### src/design/dss_pkg.sv
// Function
// - override bit picks interface, else detected
// - interface choice: zero analog, one digital
// - choice acts under override or both present
// - hsync override or both present takes select bit, else detected
// - hsync select: pin or green, gated
// - vsync override takes select bit, else detected
// - vsync select: raw or separated, override only
// - coast source: coast pin or vsync
// - active-low chip sleep, default one
// - separator counts to threshold, default 0x20
// - coast polarity override uses pll register bit
// - hsync polarity override uses pll register bit
// - read-only polarity status, three bits
// - coast leads vsync by lead lines
// - coast trails vsync by trail lines
// - slicer threshold upper five bits, bits1:0 zeroed on write
// - format bit: one 4:4:4, zero 4:2:2
// - divide ratio applied only on lsb write
// - detected interface: zero analog, one digital
// - pll hsync polarity bit: one active high
// - pll coast polarity bit: one active high
package dss_pkg;
  // register offsets
  localparam logic [7:0] ADDR_PLL_DIV_MSB   = 8'h01;
  localparam logic [7:0] ADDR_PLL_DIV_LSB   = 8'h02;
  localparam logic [7:0] ADDR_PLL_CLAMP     = 8'h0f;
  localparam logic [7:0] ADDR_DETECT        = 8'h11;
  localparam logic [7:0] ADDR_SRC_SEL       = 8'h12;
  localparam logic [7:0] ADDR_SEP_THR       = 8'h13;
  localparam logic [7:0] ADDR_POL_OVR       = 8'h14;
  localparam logic [7:0] ADDR_POL_RB        = 8'h15;
  localparam logic [7:0] ADDR_SLICER        = 8'h16;
  localparam logic [7:0] ADDR_COAST_LEAD    = 8'h17;
  localparam logic [7:0] ADDR_COAST_TRAIL   = 8'h18;
  localparam logic [7:0] ADDR_FCFG_A        = 8'h19;
  localparam logic [7:0] ADDR_FCFG_B        = 8'h1a;
  localparam logic [7:0] ADDR_FCFG_C        = 8'h1b;
  localparam logic [7:0] ADDR_FORMAT        = 8'h1c;
  localparam logic [7:0] ADDR_RSVD_D        = 8'h1d;
  localparam logic [7:0] ADDR_RSVD_F        = 8'h1f;
  // reset values
  localparam logic [7:0] RST_PLL_DIV_MSB    = 8'h69;
  localparam logic [7:0] RST_PLL_DIV_LSB    = 8'hd0;
  localparam logic [7:0] RST_PLL_CLAMP      = 8'h90;
  localparam logic [7:0] RST_SRC_SEL        = 8'h01;
  localparam logic [7:0] RST_SEP_THR        = 8'h20;
  localparam logic [7:0] RST_POL_OVR        = 8'h10;
  localparam logic [7:0] RST_SLICER         = 8'hbe;
  localparam logic [7:0] RST_COAST_LEAD     = 8'h00;
  localparam logic [7:0] RST_COAST_TRAIL    = 8'h00;
  localparam logic [7:0] RST_FCFG_A         = 8'h00;
  localparam logic [7:0] RST_FCFG_B         = 8'hff;
  localparam logic [7:0] RST_FCFG_C         = 8'h00;
  localparam logic [7:0] RST_FORMAT         = 8'h07;
  localparam logic [7:0] RSVD_READ_VALUE    = 8'h00;
  localparam logic [7:0] UNMAPPED_READ      = 8'h00;
  // field positions in source select
  localparam int BIT_IF_OVR   = 7;
  localparam int BIT_IF_SEL   = 6;
  localparam int BIT_HS_OVR   = 5;
  localparam int BIT_HS_SEL   = 4;
  localparam int BIT_VS_OVR   = 3;
  localparam int BIT_VS_SEL   = 2;
  localparam int BIT_COAST_SEL = 1;
  localparam int BIT_SLEEP_N  = 0;
  // fields elsewhere
  localparam int BIT_PLL_HS_POL    = 7;
  localparam int BIT_PLL_COAST_POL = 6;
  localparam int BIT_COAST_POL_OVR = 1;
  localparam int BIT_HS_POL_OVR    = 0;
  localparam int BIT_FMT_444       = 0;
  localparam int BIT_SLICER_ZERO   = 1;
endpackage : dss_pkg

### src/design/dss_display_sync_select_control.sv
`timescale 1ns/1ps
`default_nettype none
module dss_display_sync_select_control
(
  input  wire logic             clk_sys_i,          // register clock
  input  wire logic             rst_n_i,            // async reset, active low
  input  wire logic             wr_en_i,            // one-cycle write strobe
  input  wire logic             rd_en_i,            // one-cycle read strobe
  input  wire logic [7:0]       addr_i,             // register address
  input  wire logic [7:0]       wdata_i,            // write data
  input  wire logic             hs_detect_i,        // analog hsync present
  input  wire logic             sog_detect_i,       // sync-on-green present
  input  wire logic             vs_detect_i,        // analog vsync present
  input  wire logic             dclk_detect_i,      // digital clock present
  input  wire logic             detected_interface_i, // auto interface, 1 digital
  input  wire logic             auto_hs_src_i,      // auto hsync, 1 green
  input  wire logic             auto_vs_src_i,      // auto vsync, 1 separator
  input  wire logic             auto_hs_pol_i,      // detected hsync pol, 1 high
  input  wire logic             auto_coast_pol_i,   // detected coast pol, 1 high
  input  wire logic             vs_out_pol_i,       // vsync out pol, 0 high
  input  wire logic             hs_raw_i,           // incoming hsync level
  input  wire logic             vs_raw_i,           // raw vsync level
  input  wire logic             coast_pin_i,        // external coast level
  output logic [7:0]            rdata_o,            // read data
  output logic                  rvalid_o,           // read data valid pulse
  output logic                  digital_active_o,   // 1 digital path
  output logic                  hs_from_green_o,    // 1 hsync from green
  output logic                  vs_from_sep_o,      // 1 separated vsync
  output logic                  coast_from_vs_o,    // 1 coast from vsync
  output logic                  chip_sleep_n_o,     // 0 chip powered down
  output logic                  hs_pol_high_o,      // effective hsync polarity
  output logic                  coast_pol_high_o,   // effective coast polarity
  output logic                  format_444_o,       // 1 4:4:4, 0 4:2:2
  output logic [11:0]           pll_div_o,          // operating divide ratio
  output logic [4:0]            slicer_thr_o,       // slicer threshold
  output logic                  sep_out_o,          // sync separator output
  output logic                  coast_o             // pll coast, active high
);
  import dss_pkg::*;

  // register storage
  logic [7:0] div_msb_reg;      // staged upper divide bits
  logic [7:0] div_lsb_reg;      // lower divide bits
  logic [11:0] div_op_reg;      // ratio in use
  logic [7:0] pll_clamp_reg;    // pll and clamp control
  logic [7:0] src_sel_reg;      // input source select
  logic [7:0] sep_thr_reg;      // separator threshold
  logic [7:0] pol_ovr_reg;      // polarity override control
  logic [7:0] slicer_reg;       // slicer level control
  logic [7:0] lead_reg;         // coast lead lines
  logic [7:0] trail_reg;        // coast trail lines
  logic [7:0] fcfg_a_reg;       // factory config a
  logic [7:0] fcfg_b_reg;       // factory config b
  logic [7:0] fcfg_c_reg;       // factory config c
  logic [7:0] format_reg;       // output format control

  // pin synchronisers, three stages
  logic [2:0] hs_sync_reg;
  logic [2:0] vs_sync_reg;
  logic [2:0] cp_sync_reg;
  logic       hs_lvl_reg;       // filtered hsync level
  logic       vs_lvl_reg;       // filtered vsync level
  logic       cp_lvl_reg;       // filtered coast pin level

  // write decode
  wire wr_msb    = wr_en_i && (addr_i == ADDR_PLL_DIV_MSB);
  wire wr_lsb    = wr_en_i && (addr_i == ADDR_PLL_DIV_LSB);
  wire wr_pll    = wr_en_i && (addr_i == ADDR_PLL_CLAMP);
  wire wr_src    = wr_en_i && (addr_i == ADDR_SRC_SEL);
  wire wr_thr    = wr_en_i && (addr_i == ADDR_SEP_THR);
  wire wr_pol    = wr_en_i && (addr_i == ADDR_POL_OVR);
  wire wr_slc    = wr_en_i && (addr_i == ADDR_SLICER);
  wire wr_lead   = wr_en_i && (addr_i == ADDR_COAST_LEAD);
  wire wr_trail  = wr_en_i && (addr_i == ADDR_COAST_TRAIL);
  wire wr_fa     = wr_en_i && (addr_i == ADDR_FCFG_A);
  wire wr_fb     = wr_en_i && (addr_i == ADDR_FCFG_B);
  wire wr_fc     = wr_en_i && (addr_i == ADDR_FCFG_C);
  wire wr_fmt    = wr_en_i && (addr_i == ADDR_FORMAT);

  // detect status image
  wire [7:0] detect_word = {hs_detect_i, sog_detect_i, vs_detect_i, dclk_detect_i,
                            detected_interface_i, auto_hs_src_i, auto_vs_src_i, 1'b0};
  wire [7:0] pol_word = {auto_hs_pol_i, vs_out_pol_i, auto_coast_pol_i, 5'h00};

  // read mux
  logic [7:0] rd_mux;
  always_comb
  begin
    case (addr_i)
      ADDR_PLL_DIV_MSB: rd_mux = div_msb_reg;
      ADDR_PLL_DIV_LSB: rd_mux = div_lsb_reg;
      ADDR_PLL_CLAMP:   rd_mux = pll_clamp_reg;
      ADDR_DETECT:      rd_mux = detect_word;
      ADDR_SRC_SEL:     rd_mux = src_sel_reg;
      ADDR_SEP_THR:     rd_mux = sep_thr_reg;
      ADDR_POL_OVR:     rd_mux = pol_ovr_reg;
      ADDR_POL_RB:      rd_mux = pol_word;
      ADDR_SLICER:      rd_mux = slicer_reg;
      ADDR_COAST_LEAD:  rd_mux = lead_reg;
      ADDR_COAST_TRAIL: rd_mux = trail_reg;
      ADDR_FCFG_A:      rd_mux = fcfg_a_reg;
      ADDR_FCFG_B:      rd_mux = fcfg_b_reg;
      ADDR_FCFG_C:      rd_mux = fcfg_c_reg;
      ADDR_FORMAT:      rd_mux = format_reg;
      default:
      begin
        if (addr_i >= ADDR_RSVD_D && addr_i <= ADDR_RSVD_F)
          rd_mux = RSVD_READ_VALUE;
        else
          rd_mux = UNMAPPED_READ;
      end
    endcase
  end

  // register writes; reserved addresses have no write decode
  always_ff @(posedge clk_sys_i or negedge rst_n_i)
  begin
    if (!rst_n_i)
    begin
      div_msb_reg   <= RST_PLL_DIV_MSB;
      div_lsb_reg   <= RST_PLL_DIV_LSB;
      div_op_reg    <= {RST_PLL_DIV_MSB, RST_PLL_DIV_LSB[7:4]};
      pll_clamp_reg <= RST_PLL_CLAMP;
      src_sel_reg   <= RST_SRC_SEL;
      sep_thr_reg   <= RST_SEP_THR;
      pol_ovr_reg   <= RST_POL_OVR;
      slicer_reg    <= RST_SLICER;
      lead_reg      <= RST_COAST_LEAD;
      trail_reg     <= RST_COAST_TRAIL;
      fcfg_a_reg    <= RST_FCFG_A;
      fcfg_b_reg    <= RST_FCFG_B;
      fcfg_c_reg    <= RST_FCFG_C;
      format_reg    <= RST_FORMAT;
    end
    else
    begin
      if (wr_msb)   div_msb_reg   <= wdata_i;
      if (wr_lsb)   div_lsb_reg   <= {wdata_i[7:4], 4'h0};
      if (wr_lsb)   div_op_reg    <= {div_msb_reg, wdata_i[7:4]};
      if (wr_pll)   pll_clamp_reg <= wdata_i;
      if (wr_src)   src_sel_reg   <= wdata_i;
      if (wr_thr)   sep_thr_reg   <= wdata_i;
      if (wr_pol)   pol_ovr_reg   <= wdata_i;
      if (wr_slc)   slicer_reg    <= {wdata_i[7:2], 2'b00};
      if (wr_lead)  lead_reg      <= wdata_i;
      if (wr_trail) trail_reg     <= wdata_i;
      if (wr_fa)    fcfg_a_reg    <= wdata_i;
      if (wr_fb)    fcfg_b_reg    <= wdata_i;
      if (wr_fc)    fcfg_c_reg    <= wdata_i;
      if (wr_fmt)   format_reg    <= wdata_i;
    end
  end

  // source selection logic
  wire both_if  = (hs_detect_i || sog_detect_i) && dclk_detect_i;
  wire both_hs  = hs_detect_i && sog_detect_i;
  wire if_use_choice = src_sel_reg[BIT_IF_OVR] || both_if;
  wire if_next = if_use_choice ? src_sel_reg[BIT_IF_SEL] : detected_interface_i;
  wire hs_next = (src_sel_reg[BIT_HS_OVR] || both_hs) ? src_sel_reg[BIT_HS_SEL]
                                                      : auto_hs_src_i;
  wire vs_next = src_sel_reg[BIT_VS_OVR] ? src_sel_reg[BIT_VS_SEL] : auto_vs_src_i;
  wire hsp_next = pol_ovr_reg[BIT_HS_POL_OVR] ? pll_clamp_reg[BIT_PLL_HS_POL]
                                              : auto_hs_pol_i;
  wire cpp_next = pol_ovr_reg[BIT_COAST_POL_OVR] ? pll_clamp_reg[BIT_PLL_COAST_POL]
                                                 : auto_coast_pol_i;

  // pin inputs: a change counts when stages two and three agree
  always_ff @(posedge clk_sys_i or negedge rst_n_i)
  begin
    if (!rst_n_i)
    begin
      hs_sync_reg <= 3'h0;
      vs_sync_reg <= 3'h0;
      cp_sync_reg <= 3'h0;
      hs_lvl_reg  <= 1'b0;
      vs_lvl_reg  <= 1'b0;
      cp_lvl_reg  <= 1'b0;
    end
    else
    begin
      hs_sync_reg <= {hs_sync_reg[1:0], hs_raw_i};
      vs_sync_reg <= {vs_sync_reg[1:0], vs_raw_i};
      cp_sync_reg <= {cp_sync_reg[1:0], coast_pin_i};
      if (hs_sync_reg[1] == hs_sync_reg[2]) hs_lvl_reg <= hs_sync_reg[2];
      if (vs_sync_reg[1] == vs_sync_reg[2]) vs_lvl_reg <= vs_sync_reg[2];
      if (cp_sync_reg[1] == cp_sync_reg[2]) cp_lvl_reg <= cp_sync_reg[2];
    end
  end

  // sync separator: output follows hsync only after a steady run past threshold,
  // so pulses shorter than the threshold are filtered out
  logic [7:0] sep_cnt_reg;
  logic       sep_reg;
  wire        sep_steady = (hs_lvl_reg == sep_reg);
  wire        sep_flip = !sep_steady && (sep_cnt_reg >= sep_thr_reg);
  always_ff @(posedge clk_sys_i or negedge rst_n_i)
  begin
    if (!rst_n_i)
    begin
      sep_cnt_reg <= 8'h00;
      sep_reg     <= 1'b0;
    end
    else if (sep_steady || sep_flip)
    begin
      sep_cnt_reg <= 8'h00;
      sep_reg     <= hs_lvl_reg;
    end
    else if (sep_cnt_reg != 8'hff)
      sep_cnt_reg <= sep_cnt_reg + 8'h01;
  end

  // coast window; lead counts hsyncs before vsync using the previous frame's
  // line count, so the first frame after reset gets no lead
  logic       hs_d_reg;
  logic       vs_d_reg;
  logic [15:0] line_reg;        // lines since vsync start
  logic [15:0] frame_reg;       // lines of last frame
  logic [7:0]  trail_cnt_reg;   // trail lines remaining
  logic        coast_reg;
  wire hs_act   = hsp_next ? hs_lvl_reg : !hs_lvl_reg;
  wire vs_act   = vs_next ? sep_reg : vs_lvl_reg;
  wire hs_edge  = hs_act && !hs_d_reg;
  wire vs_edge  = vs_act && !vs_d_reg;
  wire vs_fall  = !vs_act && vs_d_reg;
  wire [15:0] lead_start = frame_reg - {8'h00, lead_reg};
  wire in_lead  = (lead_reg != 8'h00) && (frame_reg > {8'h00, lead_reg}) &&
                  (line_reg >= lead_start);
  wire in_trail = (trail_cnt_reg != 8'h00);
  wire ext_coast = cpp_next ? cp_lvl_reg : !cp_lvl_reg;
  wire coast_next = src_sel_reg[BIT_COAST_SEL] ? (vs_act || in_lead || in_trail)
                                               : ext_coast;
  always_ff @(posedge clk_sys_i or negedge rst_n_i)
  begin
    if (!rst_n_i)
    begin
      hs_d_reg      <= 1'b0;
      vs_d_reg      <= 1'b0;
      line_reg      <= 16'h0000;
      frame_reg     <= 16'h0000;
      trail_cnt_reg <= 8'h00;
    end
    else
    begin
      hs_d_reg <= hs_act;
      vs_d_reg <= vs_act;
      if (vs_edge)
      begin
        frame_reg <= line_reg;
        line_reg  <= 16'h0000;
      end
      else if (hs_edge && line_reg != 16'hffff)
        line_reg <= line_reg + 16'h0001;
      if (vs_fall)
        trail_cnt_reg <= trail_reg;
      else if (hs_edge && in_trail && !vs_act)
        trail_cnt_reg <= trail_cnt_reg - 8'h01;
    end
  end

  // output flops
  always_ff @(posedge clk_sys_i or negedge rst_n_i)
  begin
    if (!rst_n_i)
    begin
      rdata_o          <= 8'h00;
      rvalid_o         <= 1'b0;
      digital_active_o <= 1'b0;
      hs_from_green_o  <= 1'b0;
      vs_from_sep_o    <= 1'b0;
      coast_from_vs_o  <= 1'b0;
      chip_sleep_n_o   <= 1'b1;
      hs_pol_high_o    <= 1'b1;
      coast_pol_high_o <= 1'b0;
      format_444_o     <= 1'b1;
      // power-up ratio shows at once, so the ratio never moves without a write
      pll_div_o        <= {RST_PLL_DIV_MSB, RST_PLL_DIV_LSB[7:4]};
      slicer_thr_o     <= 5'h00;
      sep_out_o        <= 1'b0;
      coast_reg        <= 1'b0;
    end
    else
    begin
      rvalid_o         <= rd_en_i;
      if (rd_en_i) rdata_o <= rd_mux;
      digital_active_o <= if_next;
      hs_from_green_o  <= hs_next;
      vs_from_sep_o    <= vs_next;
      coast_from_vs_o  <= src_sel_reg[BIT_COAST_SEL];
      chip_sleep_n_o   <= src_sel_reg[BIT_SLEEP_N];
      hs_pol_high_o    <= hsp_next;
      coast_pol_high_o <= cpp_next;
      format_444_o     <= format_reg[BIT_FMT_444];
      pll_div_o        <= div_op_reg;
      slicer_thr_o     <= slicer_reg[7:3];
      sep_out_o        <= sep_reg;
      coast_reg        <= coast_next;
    end
  end
  assign coast_o = coast_reg;

endmodule // dss_display_sync_select_control
`default_nettype wire

### config.mk
export PLATFORM = sky130hd
export DESIGN_NAME = dss_display_sync_select_control
export DESIGN_NICKNAME = d
export VERILOG_FILES = /design/src/design/dss_pkg.sv /design/src/design/dss_display_sync_select_control.sv
export SDC_FILE = /design/constraint.sdc
export NUM_CORES = 1
export LEC_CHECK = 0
export BUFFER_PORTS_ARGS = -buffer_cell sky130_fd_sc_hd__buf_2
export CORE_UTILIZATION = 60
export CTS_CLUSTER_DIAMETER = 120
export DETAILED_ROUTE_END_ITERATION = 12
export GPL_TIMING_DRIVEN = 0
export PLACE_DENSITY = 0.8
export SETUP_SLACK_MARGIN = 0.1
export SYNTH_ARGS = -nofsm -noshare
export SYNTH_HDL_FRONTEND = slang
export SYNTH_SLANG_ARGS = --single-unit
### constraint.sdc
create_clock -name clk_sys_i -period 7.7 [get_ports clk_sys_i]
set_clock_uncertainty 0.1 [all_clocks]
set_input_delay 0.385 -clock clk_sys_i [delete_from_list [all_inputs] [get_ports clk_sys_i]]
set_output_delay 0.385 -clock clk_sys_i [all_outputs]
set_load 0.05 [all_outputs]
==> summary.md, run 1 <==
| Metric | Value |
|---|---|
| CP endpoint kind | flop |
| R2r setup slk | 3.49 ns |
| Critical path origin | lead_reg[1] |
| Filler cells | approximately 1200 |
| Post-Place Cells | between 1000 and 1500 |
| Levels on crit path | 15 |
| Status | finished, final reports clean |
| Min-Delay Path Depth | 2 |
| Register area share after synthesis | about half |
| FF+latch count, synth | 206 |
| Pin count of the biggest net entering global routing | 129 |
| H-tree depth | 1 |
| Number of synthesized flops with an enable pin | 0 |
| Router iterations before antenna repair | 5 |
| Later-pin clock latency in the skew report | around 0.5 ns |
| Synth async-reset ratio | 100% |
| Root Driver | clkbuf_16 |
| Fin cells | 1234 |
| Vias per cell | 6.11 |
| Initial Utilization | a little over 60% |
| Final HPWL DP | 18300 um |
| PortBufs | between 60 and 70 |
| Die X-Extent | 132 um |
| Sink Count | 206 |
| Top cells by area, synth | dfrtp_1, mux2_2, dfstp_2 |
| R2r startpoint | lead_reg[1] |
| Setup Crit Path Kind | reg -> reg |
| Initial antenna violation count | 0 |
| Yosys warning count | 0 |
| Share of the synthesized area in the top cell type | 40.2% |
| Fmax | 238 MHz |
| Syn Nets | 970 |
| Core ar. | ~17000 um2 |
| WL met2 | 12100 um |
| Final Max Slew Viols | 0 |
| M1 WL | ~11000 um |
| Full die area | 17500 um2 |
| RSZ-0062 raised after global routing | false |
| Cells on worst reg2reg path | 15 |
| Cells after synthesis | 900 |
| Ratio of total power to cell area | about 240 nW/um2 |
| Vias in the first global route | between 7000 and 8000 |
| Share of layout cells above drive strength 1 | 28.9% |
| First-pass GRT wire length | between 40000 and 50000 um |
| Avg WL per Cell | 21.3 um |
| Main synth FF type | dfrtp_1 |
| Leakage power total | about 5.5 nW |
| Worst Max-Slew Pin Slew | 1.02 ns |
| Distinct cells, synth | 70 |
| Yosys top cell by area | dfrtp_1 |
| Final setup viols | 0 |
| Startpoint types | flop |
| Initial drt markers | 613 |
| Hold EP | format_reg[1] |
| Post-layout min period | between 4 and 5 ns |
| Total CTS buffers | 23 |
| Max Used Layer | met4 |
| CP delay by family, top | compound AO/OA/AOI/OAI gates |
| Chip height | 132 um |
| Resized cells post-CTS | 0 |
| Most common cell after layout, fill and taps aside | dfrtp_1 |
| # rows | 47 |
| Crit-path slowest cell | or4_1 |
| Fin. Hold Viols | 0 |
| Worst hold path type | in -> reg |
| Period utilization | 54.6% |
| Total number of vias | roughly 7500 |
| Area of the mapped netlist | 10200 um2 |
| Most frequent CP cell | ha_1 |
| Met3 wire length | 1700 um |
| Max Fanout on Critical Path | 4 |
| Final #Nets | 1067 |
| Maxcap violations | 0 |
| Layout area overhead | 14.4% |
| Worst r2r dst | coast_o |
| Remaining Overflow, GRT | 0 |
| ANT cells | 0 |
| CP max stage delay | 0.46 ns |
| CTS tree | yes |
| Most frequent cells in the layout | dfrtp_1, mux2_2, buf_2 |
| Critical path arrival | 4.51 ns |
| Peak VDD IR | 0.216 mV |
| Clock-pin slew on the worst setup and hold paths | 0.06 ns |
| Post-Route Setup TNS | 0 ns |
| Syn Area/Cell | about 11 um2 |
| WP buf/inv | 1 |
| WP data required | around 8.0 ns |
| Max Buffers Root-to-Sink | 3 |
| Detailed-route DRC error count | 0 |
| Detail Route Antenna Nets | 0 |
| Worst Min Path Start | wdata_i[1] |
| I/O pin count | 69 |
| GRT Total Usage | 31.3% |
| GP Congestion | 0.990 |
| Max_slew headroom | 31.6% |
| Crit-path cells | inv_1 > ha_1 > nor2b_1 > o31a_1 > or4_1 > a31oi_1 > nand3b_1 > xor2_1 > ha_1 > nand4_1 > a2111oi_0 > a21oi_1 > o21ai_0 > nand3_1 > a41oi_1 |
| Final Routed Wirelength | 26200 um |
[logic make-up after synthesis]
group	Yosys count	synth area share, %
and+or+nand+nor	256	13.1
xor gates and xnor gates	39	3.36
buffers and inverters	78	3.23
AOI/OAI and AO/OA	148	9.55
DFF	206	51.3
muxes	133	14.6
adders and majority gates	40	4.93
[synthesized netlist by cell type, types with 13 or more instances]
cell,number
and3_1,13
buf_2,19
mux2i_1,21
dfrtp_1,163
xnor2_1,15
dfstp_2,43
nand2_1,57
clkbuf_1,20
ha_1,36
xor2_1,24
a21oi_1,26
nand3_1,34
inv_1,32
a22oi_1,15
nand4_1,20
mux2_2,111
nor2_1,66
o21ai_0,43
[per-layer routing]
| metal | vias to the layer above | GRT usage (%) |
|---|---|---|
| met3 | 72 | 5.07 |
| li1 | 3428 | - |
| met4 | 0 | 14.5 |
| met5 | - | 0 |
| met2 | 311 | 49.7 |
| met1 | 3729 | 42.6 |
[area by class of cell]
type	count	area [um2]	share of cell area [%]
flip-flops and latches	206	5210	44.8
multi-input cells	616	4620	39.7
clock buffers	33	643	5.53
repair buffers	72	418	3.59
well taps	220	275	2.37
plain buffers	45	204	1.75
clock inverters	9	131	1.13
inverters	33	124	1.07
[power by group]
part | switching, mW | internal [mW]
sequential | 0.0691 | 1.16
clock | 0.439 | 0.685
combinational | 0.234 | 0.150
total | 0.742 | 2.00
[repair_timing]
item,in CTS,in global routing
endpoints found under the hold margin,97,0
buffers inserted,0,0
hold buffers,5,0
setup endpoints to repair,0,0
[worst max path at each step]
| stage | end | slack (ns) |
|---|---|---|
| finish | coast_o | 3.49 |
| global route | coast_o | 3.15 |
| CTS | coast_o | 3.44 |
| detailed placement | coast_o | 3.48 |
| global placement | line_reg[9] | 2.86 |
| floorplan | coast_o | 4.18 |
[through the flow]
| stage | hold WS, ns | power [mW] | setup WS [ns] | cell area, um2 | util (%) |
|---|---|---|---|---|---|
| 2_1_floorplan | -0.0106 | 1.49 | 4.18 | 10200 | - |
| 3_3_place_gp | 0.233 | 1.61 | 2.86 | 10800 | 64.9 |
| 4_1_cts | 0.0250 | 2.75 | 3.44 | 11600 | 70.1 |
| 3_5_place_dp | 0.237 | 1.63 | 3.48 | 10800 | 65.1 |
| 6_report | 0.0452 | 2.74 | 3.49 | 11600 | 70.1 |
| 5_1_grt | 0.0512 | 2.85 | 3.15 | 11600 | 70.1 |
[worst register-to-register path: cells and delay by family, from the launching register on]
kind / cells / cell delay (ns)
buffers and inverters: 1 / 0.08
and+or+nand+nor: 5 / 1.03
xor gates and xnor gates: 1 / 0.16
adders and majority gates: 2 / 0.62
DFF: 1 / 0.44
AOI/OAI and AO/OA: 6 / 1.67
No activity file was read; power rests on OpenSTA's default activity.
==> inputs of run 2 (changes only) <==
Clock period 7.7 ns to 3.99 ns, I/O delays scaled along.
==> run 2 against run 1 <==
Via count increased by 1.2%. Clock power grew 95%. Wire length is 1.3% higher. Critical path depth stayed put. Global-route usage grew 0.13 points. Worst setup slack worse by 3.1 ns.
==> summary.md, run 2 (synthesis results as in run 1) <==
| Metric | Value |
|---|---|
| CP endpoint kind | flop |
| ANT cells | 0 (unchanged) |
| Share of layout cells above drive strength 1 | 29.4% (+0.52 points) |
| Initial antenna violation count | 0 (unchanged) |
| Initial drt markers | 573 (-6.5%) |
| WP data required | 4.31 ns (-3.70 ns) |
| Max Buffers Root-to-Sink | 3 (unchanged) |
| Vias in the first global route | 7713 (+0.60%) |
| GP Congestion | 0.990 (unchanged) |
| Final HPWL DP | 18300 um (unchanged) |
| Filler cells | 1204 (-2.4%) |
| Sink Count | 206 (unchanged) |
| Final Cell Area | 11800 um2 (+1.7%) |
| Fin. Hold Viols | 0 (unchanged) |
| Int Pwr | 3.87 mW (+94%) |
| Final Routed Wirelength | 26600 um (+1.3%) |
| Switching share of power | 27.2% (+0.15 points) |
| Worst hold path type | in -> reg |
| CTS tree | yes |
| First-pass GRT wire length | 42200 um (+0.43%) |
| Final #Nets | 1083 (+1.5%) |
| Initial Utilization | 61.2% (unchanged) |
| # rows | 47 (unchanged) |
| Chip height | 132 um (unchanged) |
| Avg WL per Cell | 21.3 um (about the same) |
| Peak VDD IR | 0.424 mV (+96%) |
| I/O pin count | 69 (unchanged) |
| Total CTS buffers | 23 (unchanged) |
| Layout area overhead | 16.4% |
| Period utilization | 89.5% (+35 points) |
| Maxcap violations | 0 (unchanged) |
| Clock power frac | 40.9% (about the same) |
| Later-pin clock latency in the skew report | 0.51 ns (about the same) |
| Sequential cell area | 5210 um2 (about the same) |
| Clock-pin slew on the worst setup and hold paths | 0.06 ns (about the same) |
| Remaining Overflow, GRT | 0 (unchanged) |
| Worst Max-Slew Pin Slew | 1.02 ns (+0.00408 ns) |
| Detail Route Antenna Nets | 0 (unchanged) |
| Max Fanout on Critical Path | 4 (unchanged) |
| Post-Route Setup TNS | 0 ns (unchanged) |
| Detailed-route DRC error count | 0 (unchanged) |
| Critical path arrival | 3.89 ns (-0.62 ns) |
| GRT Total Usage | 31.4% (+0.13 points) |
| Total Power | 5.32 mW (+94%) |
| Startpoint types | flop |
| Die X-Extent | 132 um (unchanged) |
| Most common cell after layout, fill and taps aside | dfrtp_1 |
| Placed Area | 10800 um2 (unchanged) |
| Core ar. | 16600 um2 (unchanged) |
| Final Max Slew Viols | 0 (unchanged) |
| H-tree depth | 1 (unchanged) |
| Share of total power in combinational logic | 14.3% (+0.3 points) |
| Multi-input gate area | 4660 um2 (+0.92%) |
| Fmax | 280 MHz (+18%) |
| RSZ-0062 raised after global routing | false |
| Full die area | 17500 um2 (unchanged) |
| Final setup viols | 0 (unchanged) |
| Final core occ | 71.3% (+1.2 points) |
| NetSw | 1.45 mW (+95%) |
| Setup Crit Path Kind | reg -> reg |
| Max_slew headroom | 31.4% (-0.27 points) |
| Ratio of total power to cell area | 450 nW/um2 (+91%) |
| Total number of vias | 7627 (+1.2%) |
| Router iterations before antenna repair | 5 (unchanged) |
| PortBufs | 66 (unchanged) |
| Status | finished, final reports clean |
| Sequential share of power | 44.7% (-0.3 points) |
| Final hold slack | 0.0588 ns (+0.0136 ns) |
| Post-layout min period | 3.57 ns (-0.636 ns) |
| Root Driver | clkbuf_16 |
| Most frequent cells in the layout | dfrtp_1, mux2_2, buf_2 |
| Leakage power total | 5.60 nW (+1.2%) |
| Pin count of the biggest net entering global routing | 129 (unchanged) |
| Vias per cell | 6.10 (-0.14%) |
## run 2: changes by cell type in the layout (fill, tap and decap cells not counted), sizes merged
cell	delta
dlygate4sd3	+13
buf	+3
## run 2: worst paths after layout
| check | from | endpoint | slack [ns] | depth (start not counted) |
|---|---|---|---|---|
| max in group asynchronous | rst_n_i | fcfg_b_reg[6] | 2.55 | 3 |
| min | sog_detect_i | hs_from_green_o | 0.06 | 3 |
| max | lead_reg[1] | coast_o | 0.42 | 15 |
| max reg2reg | lead_reg[1] | coast_o | 0.42 | 15 |
| min in group asynchronous | rst_n_i | div_op_reg[6] | 0.29 | 2 |
| min reg2reg | vs_sync_reg[0] | vs_sync_reg[1] | 0.25 | 0 |
## run 2: what timing repair did
action                                 in CTS  in global routing
resized for setup                           5                  5
setup buffers                               1                  2
pin swaps                                   1                  3
setup endpoints to repair                   1                  1
hold buffers                               18                  0
endpoints found under the hold margin     120                  0
## run 2: routing by layer
| layer | wire (um) | global-route usage, % | up-vias |
|---|---|---|---|
| li1 | - | - | 3460 |
| met1 | 11500 | 42.8 | 3778 |
| met4 | 1230 | 14.5 | 0 |
| met5 | 0 | 0 | - |
| met2 | 12100 | 49.9 | 310 |
| met3 | 1720 | 5.07 | 79 |
## run 2: layout make-up
type                       count  area share (%)
tap                          220            2.33
inverter                      33            1.05
clock buffer                  33            5.44
timing repair buffer          88            4.83
buffer                        45            1.73
clock inverter                 9            1.11
multi-input combinational    616            39.4
sequential                   206            44.1
## run 2: through the flow
step / setup WS, ns / std cells
after floorplan: 0.474 / 900
after global placement: -0.666 / 1186
after global routing: 0.181 / 1250
after detailed placement: -0.233 / 1187
final: 0.420 / 1250
after CTS: 0.102 / 1248
## run 2: critical path, cell delays in order, from the launching register on
cell	delay [ns]
dfrtp_2	0.40
inv_1	0.07
ha_1	0.30
nor2b_1	0.15
o31a_1	0.28
or4_4	0.45
a31oi_4	0.19
nand3b_1	0.12
xor2_1	0.16
ha_1	0.31
nand4_1	0.13
a2111oi_2	0.23
a21oi_1	0.11
o21ai_1	0.17
nand3_2	0.11
a41oi_2	0.21
## run 2: power groups by stage
| stage | Sequential [mW] | Combinational (mW) | Clock, mW |
|---|---|---|---|
| final | 2.38 | 0.762 | 2.18 |
| after detailed placement | 2.41 | 0.732 | 0 |
| after floorplan | 2.42 | 0.459 | 0 |
| after global routing | 2.39 | 0.849 | 2.28 |
| after CTS | 2.38 | 0.754 | 2.20 |
| after global placement | 2.40 | 0.706 | 0 |
==> inputs of run 3 (changes only) <==
Settings changed: CELL_PAD_IN_SITES_DETAIL_PLACEMENT set to 2, CELL_PAD_IN_SITES_GLOBAL_PLACEMENT set to 2, CORE_UTILIZATION 60 to 41, PLACE_DENSITY 0.8 to 0.81.
==> run 3 against run 2 <==
Non-clock buffer count is 1 lower. Wire length is 31% higher. Combinational power is 6.2% higher. Sequential share of layout area is 0.72 points lower. First-iteration DRC count is 16% lower. Sequential power hardly changed. Utilization is 22 points lower. Hold slack worse by 0.0076 ns. Total power is 5.6% higher. Die area is 46% higher. Highest routed layer unchanged.
==> summary.md, run 3 (synthesis results as in run 1) <==
| Metric | Value |
|---|---|
| Die X-Extent | 159 um (+21%) |
| Post-Place Cells | 1291 (+8.8%) |
| Router iterations before antenna repair | 5 (unchanged) |
| Clock-pin slew on the worst setup and hold paths | 0.06 ns (about the same) |
| Most common cell after layout, fill and taps aside | dfrtp_1 |
| PortBufs | 66 (unchanged) |
| Max Buffers Root-to-Sink | 3 (unchanged) |
| # rows | 57 (+21%) |
| Setup Crit Path Kind | reg -> reg |
| Setup WS pre-CTS | -0.503 ns (-0.270 ns) |
| Fin. Hold Viols | 0 (unchanged) |
| Final critical-path setup slack | 0.219 ns (-0.202 ns) |
| Detail Route Antenna Nets | 0 (unchanged) |
| Root Driver | clkbuf_16 |
| Worst hold path type | in -> reg |
| Filler cells | 2449 (+100%) |
| CP endpoint kind | flop |
| Final Routed Wirelength | 34800 um (+31%) |
| Peak VDD IR | 0.271 mV (-36%) |
| Most frequent cells in the layout | dfrtp_1, mux2_2, buf_2 |
| CTS tree | yes |
| Final setup viols | 0 (unchanged) |
| Max Fanout on Critical Path | 5 (+1) |
| Initial antenna violation count | 0 (unchanged) |
| Total CTS buffers | 24 (+4.3%) |
| WP data required | 4.31 ns (about the same) |
| RSZ-0062 raised after global routing | true |
| Ratio of total power to cell area | 467 nW/um2 (+3.9%) |
| Multi-input gate area | 4660 um2 (about the same) |
| Final Cell Area | 12000 um2 (+1.7%) |
| Vias per cell | 5.86 (-4.0%) |
| Final core occ | 49.4% (-22 points) |
| Leakage power total | 5.64 nW (+0.71%) |
| Pin count of the biggest net entering global routing | 117 (-9.3%) |
| GP Congestion | 0.897 (-9.3%) |
| Final HPWL DP | 23400 um (+28%) |
| Layout area overhead | 18.3% |
| Full die area | 25400 um2 (+46%) |
| H-tree depth | 1 (unchanged) |
| Core ar. | 24300 um2 (+47%) |
| Total number of vias | 7937 (+4.1%) |
| Remaining Overflow, GRT | 0 (unchanged) |
| Final #Nets | 1083 (unchanged) |
| Critical path arrival | 4.09 ns (+0.20 ns) |
| ANT cells | 0 (unchanged) |
| Status | finished, final reports clean |
| Total Power | 5.61 mW (+5.6%) |
| Initial Utilization | 41.8% (-19 points) |
| Placed Area | 10900 um2 (+1.2%) |
| Initial drt markers | 484 (-16%) |
| I/O pin count | 69 (unchanged) |
| Worst Max-Slew Pin Slew | 1.08 ns (+0.0590 ns) |
| Sink Count | 206 (unchanged) |
| First-pass GRT wire length | 54400 um (+29%) |
| Chip height | 159 um (+21%) |
| Fmax | 265 MHz (-5.4%) |
| GRT Total Usage | 28.1% (-3.3 points) |
| Sequential cell area | 5210 um2 (unchanged) |
| Avg WL per Cell | 25.7 um (+21%) |
| Max_slew headroom | 27.4% (-4.0 points) |
| Fin cells | 1355 (+8.4%) |
| Share of layout cells above drive strength 1 | 29.8% (+0.36 points) |
| Vias in the first global route | 9003 (+17%) |
| R2r setup slk | 0.22 ns (-0.20 ns) |
| Post-layout min period | 3.77 ns (+0.202 ns) |
| Later-pin clock latency in the skew report | 0.53 ns (+0.02 ns) |
| Maxcap violations | 0 (unchanged) |
| Final Max Slew Viols | 0 (unchanged) |
| Period utilization | 94.5% (+5.1 points) |
| Detailed-route DRC error count | 0 (unchanged) |
| Startpoint types | flop |
run 3: cell types whose count changed in the layout (fill, tap and decap cells not counted), sizes merged:
cell	change
clkinv	+4
bufinv	+2
dlygate4sd3	-1
clkbuf	-1
inv	-3
run 3: metrics by stage:
stage,TNS (ns),hold slack [ns]
global placement,-159.81,0.207
global route,0,0.0448
CTS,0,0.0327
detailed placement,-0.503,0.172
floorplan,0,-0.196
finish,0,0.0512
run 3: area by class of cell:
class                      count  share of cell area [%]
tap                          324                    3.37
clock buffer                  32                    5.59
multi-input combinational    616                    38.8
buffer                        45                    1.70
inverter                      33                    1.03
timing repair buffer          87                    4.64
clock inverter                12                    1.54
sequential                   206                    43.3
run 3: report_power, final:
group          switching [mW]  internal, mW
logic                   0.506         0.303
clock network           0.906          1.50
registers               0.151          2.25
run 3: worst max-delay path, cell delays in order, from the launching register on:
cell and delay, ns:
dfrtp_1 0.40, inv_1 0.14, ha_2 0.33, o21a_1 0.22
o31a_1 0.17, or4_4 0.47, a31oi_4 0.22, nand3b_1 0.12
xor2_1 0.16, ha_1 0.32, nand4_1 0.15, a2111oi_2 0.24
a21oi_1 0.11, o21ai_1 0.15, nand3_1 0.14, a41oi_2 0.24
run 3: timing repair:
item                                    CTS  global route
hold endpoints to repair                 98             0
resized for setup                        10             0
endpoints found under the setup margin    1             1
pin swaps                                 2             2
buffers inserted                          2             0
hold buffers                             17             0
run 3: worst paths after layout:
kind | start | end | cells after the start
min | sog_detect_i | hs_from_green_o | 3
max in group asynchronous | rst_n_i | lead_reg[1] | 3
max | lead_reg[2] | coast_o | 15
min in group asynchronous | rst_n_i | pll_div_o[1] | 2
min reg2reg | hs_sync_reg[0] | hs_sync_reg[1] | 0
max reg2reg | lead_reg[2] | coast_o | 15
run 3: metal layers:
layer  wire length [um]  part of all wire, %  up-vias  global-route usage [%]
met1              14300                   41     4185                    34.4
li1                   -                    -     3451                       -
met3               1400                  4.0       79                    3.54
met4               1430                  4.1        0                    12.8
met5                  0                    0        -                       0
met2              17700                   51      222                    49.4
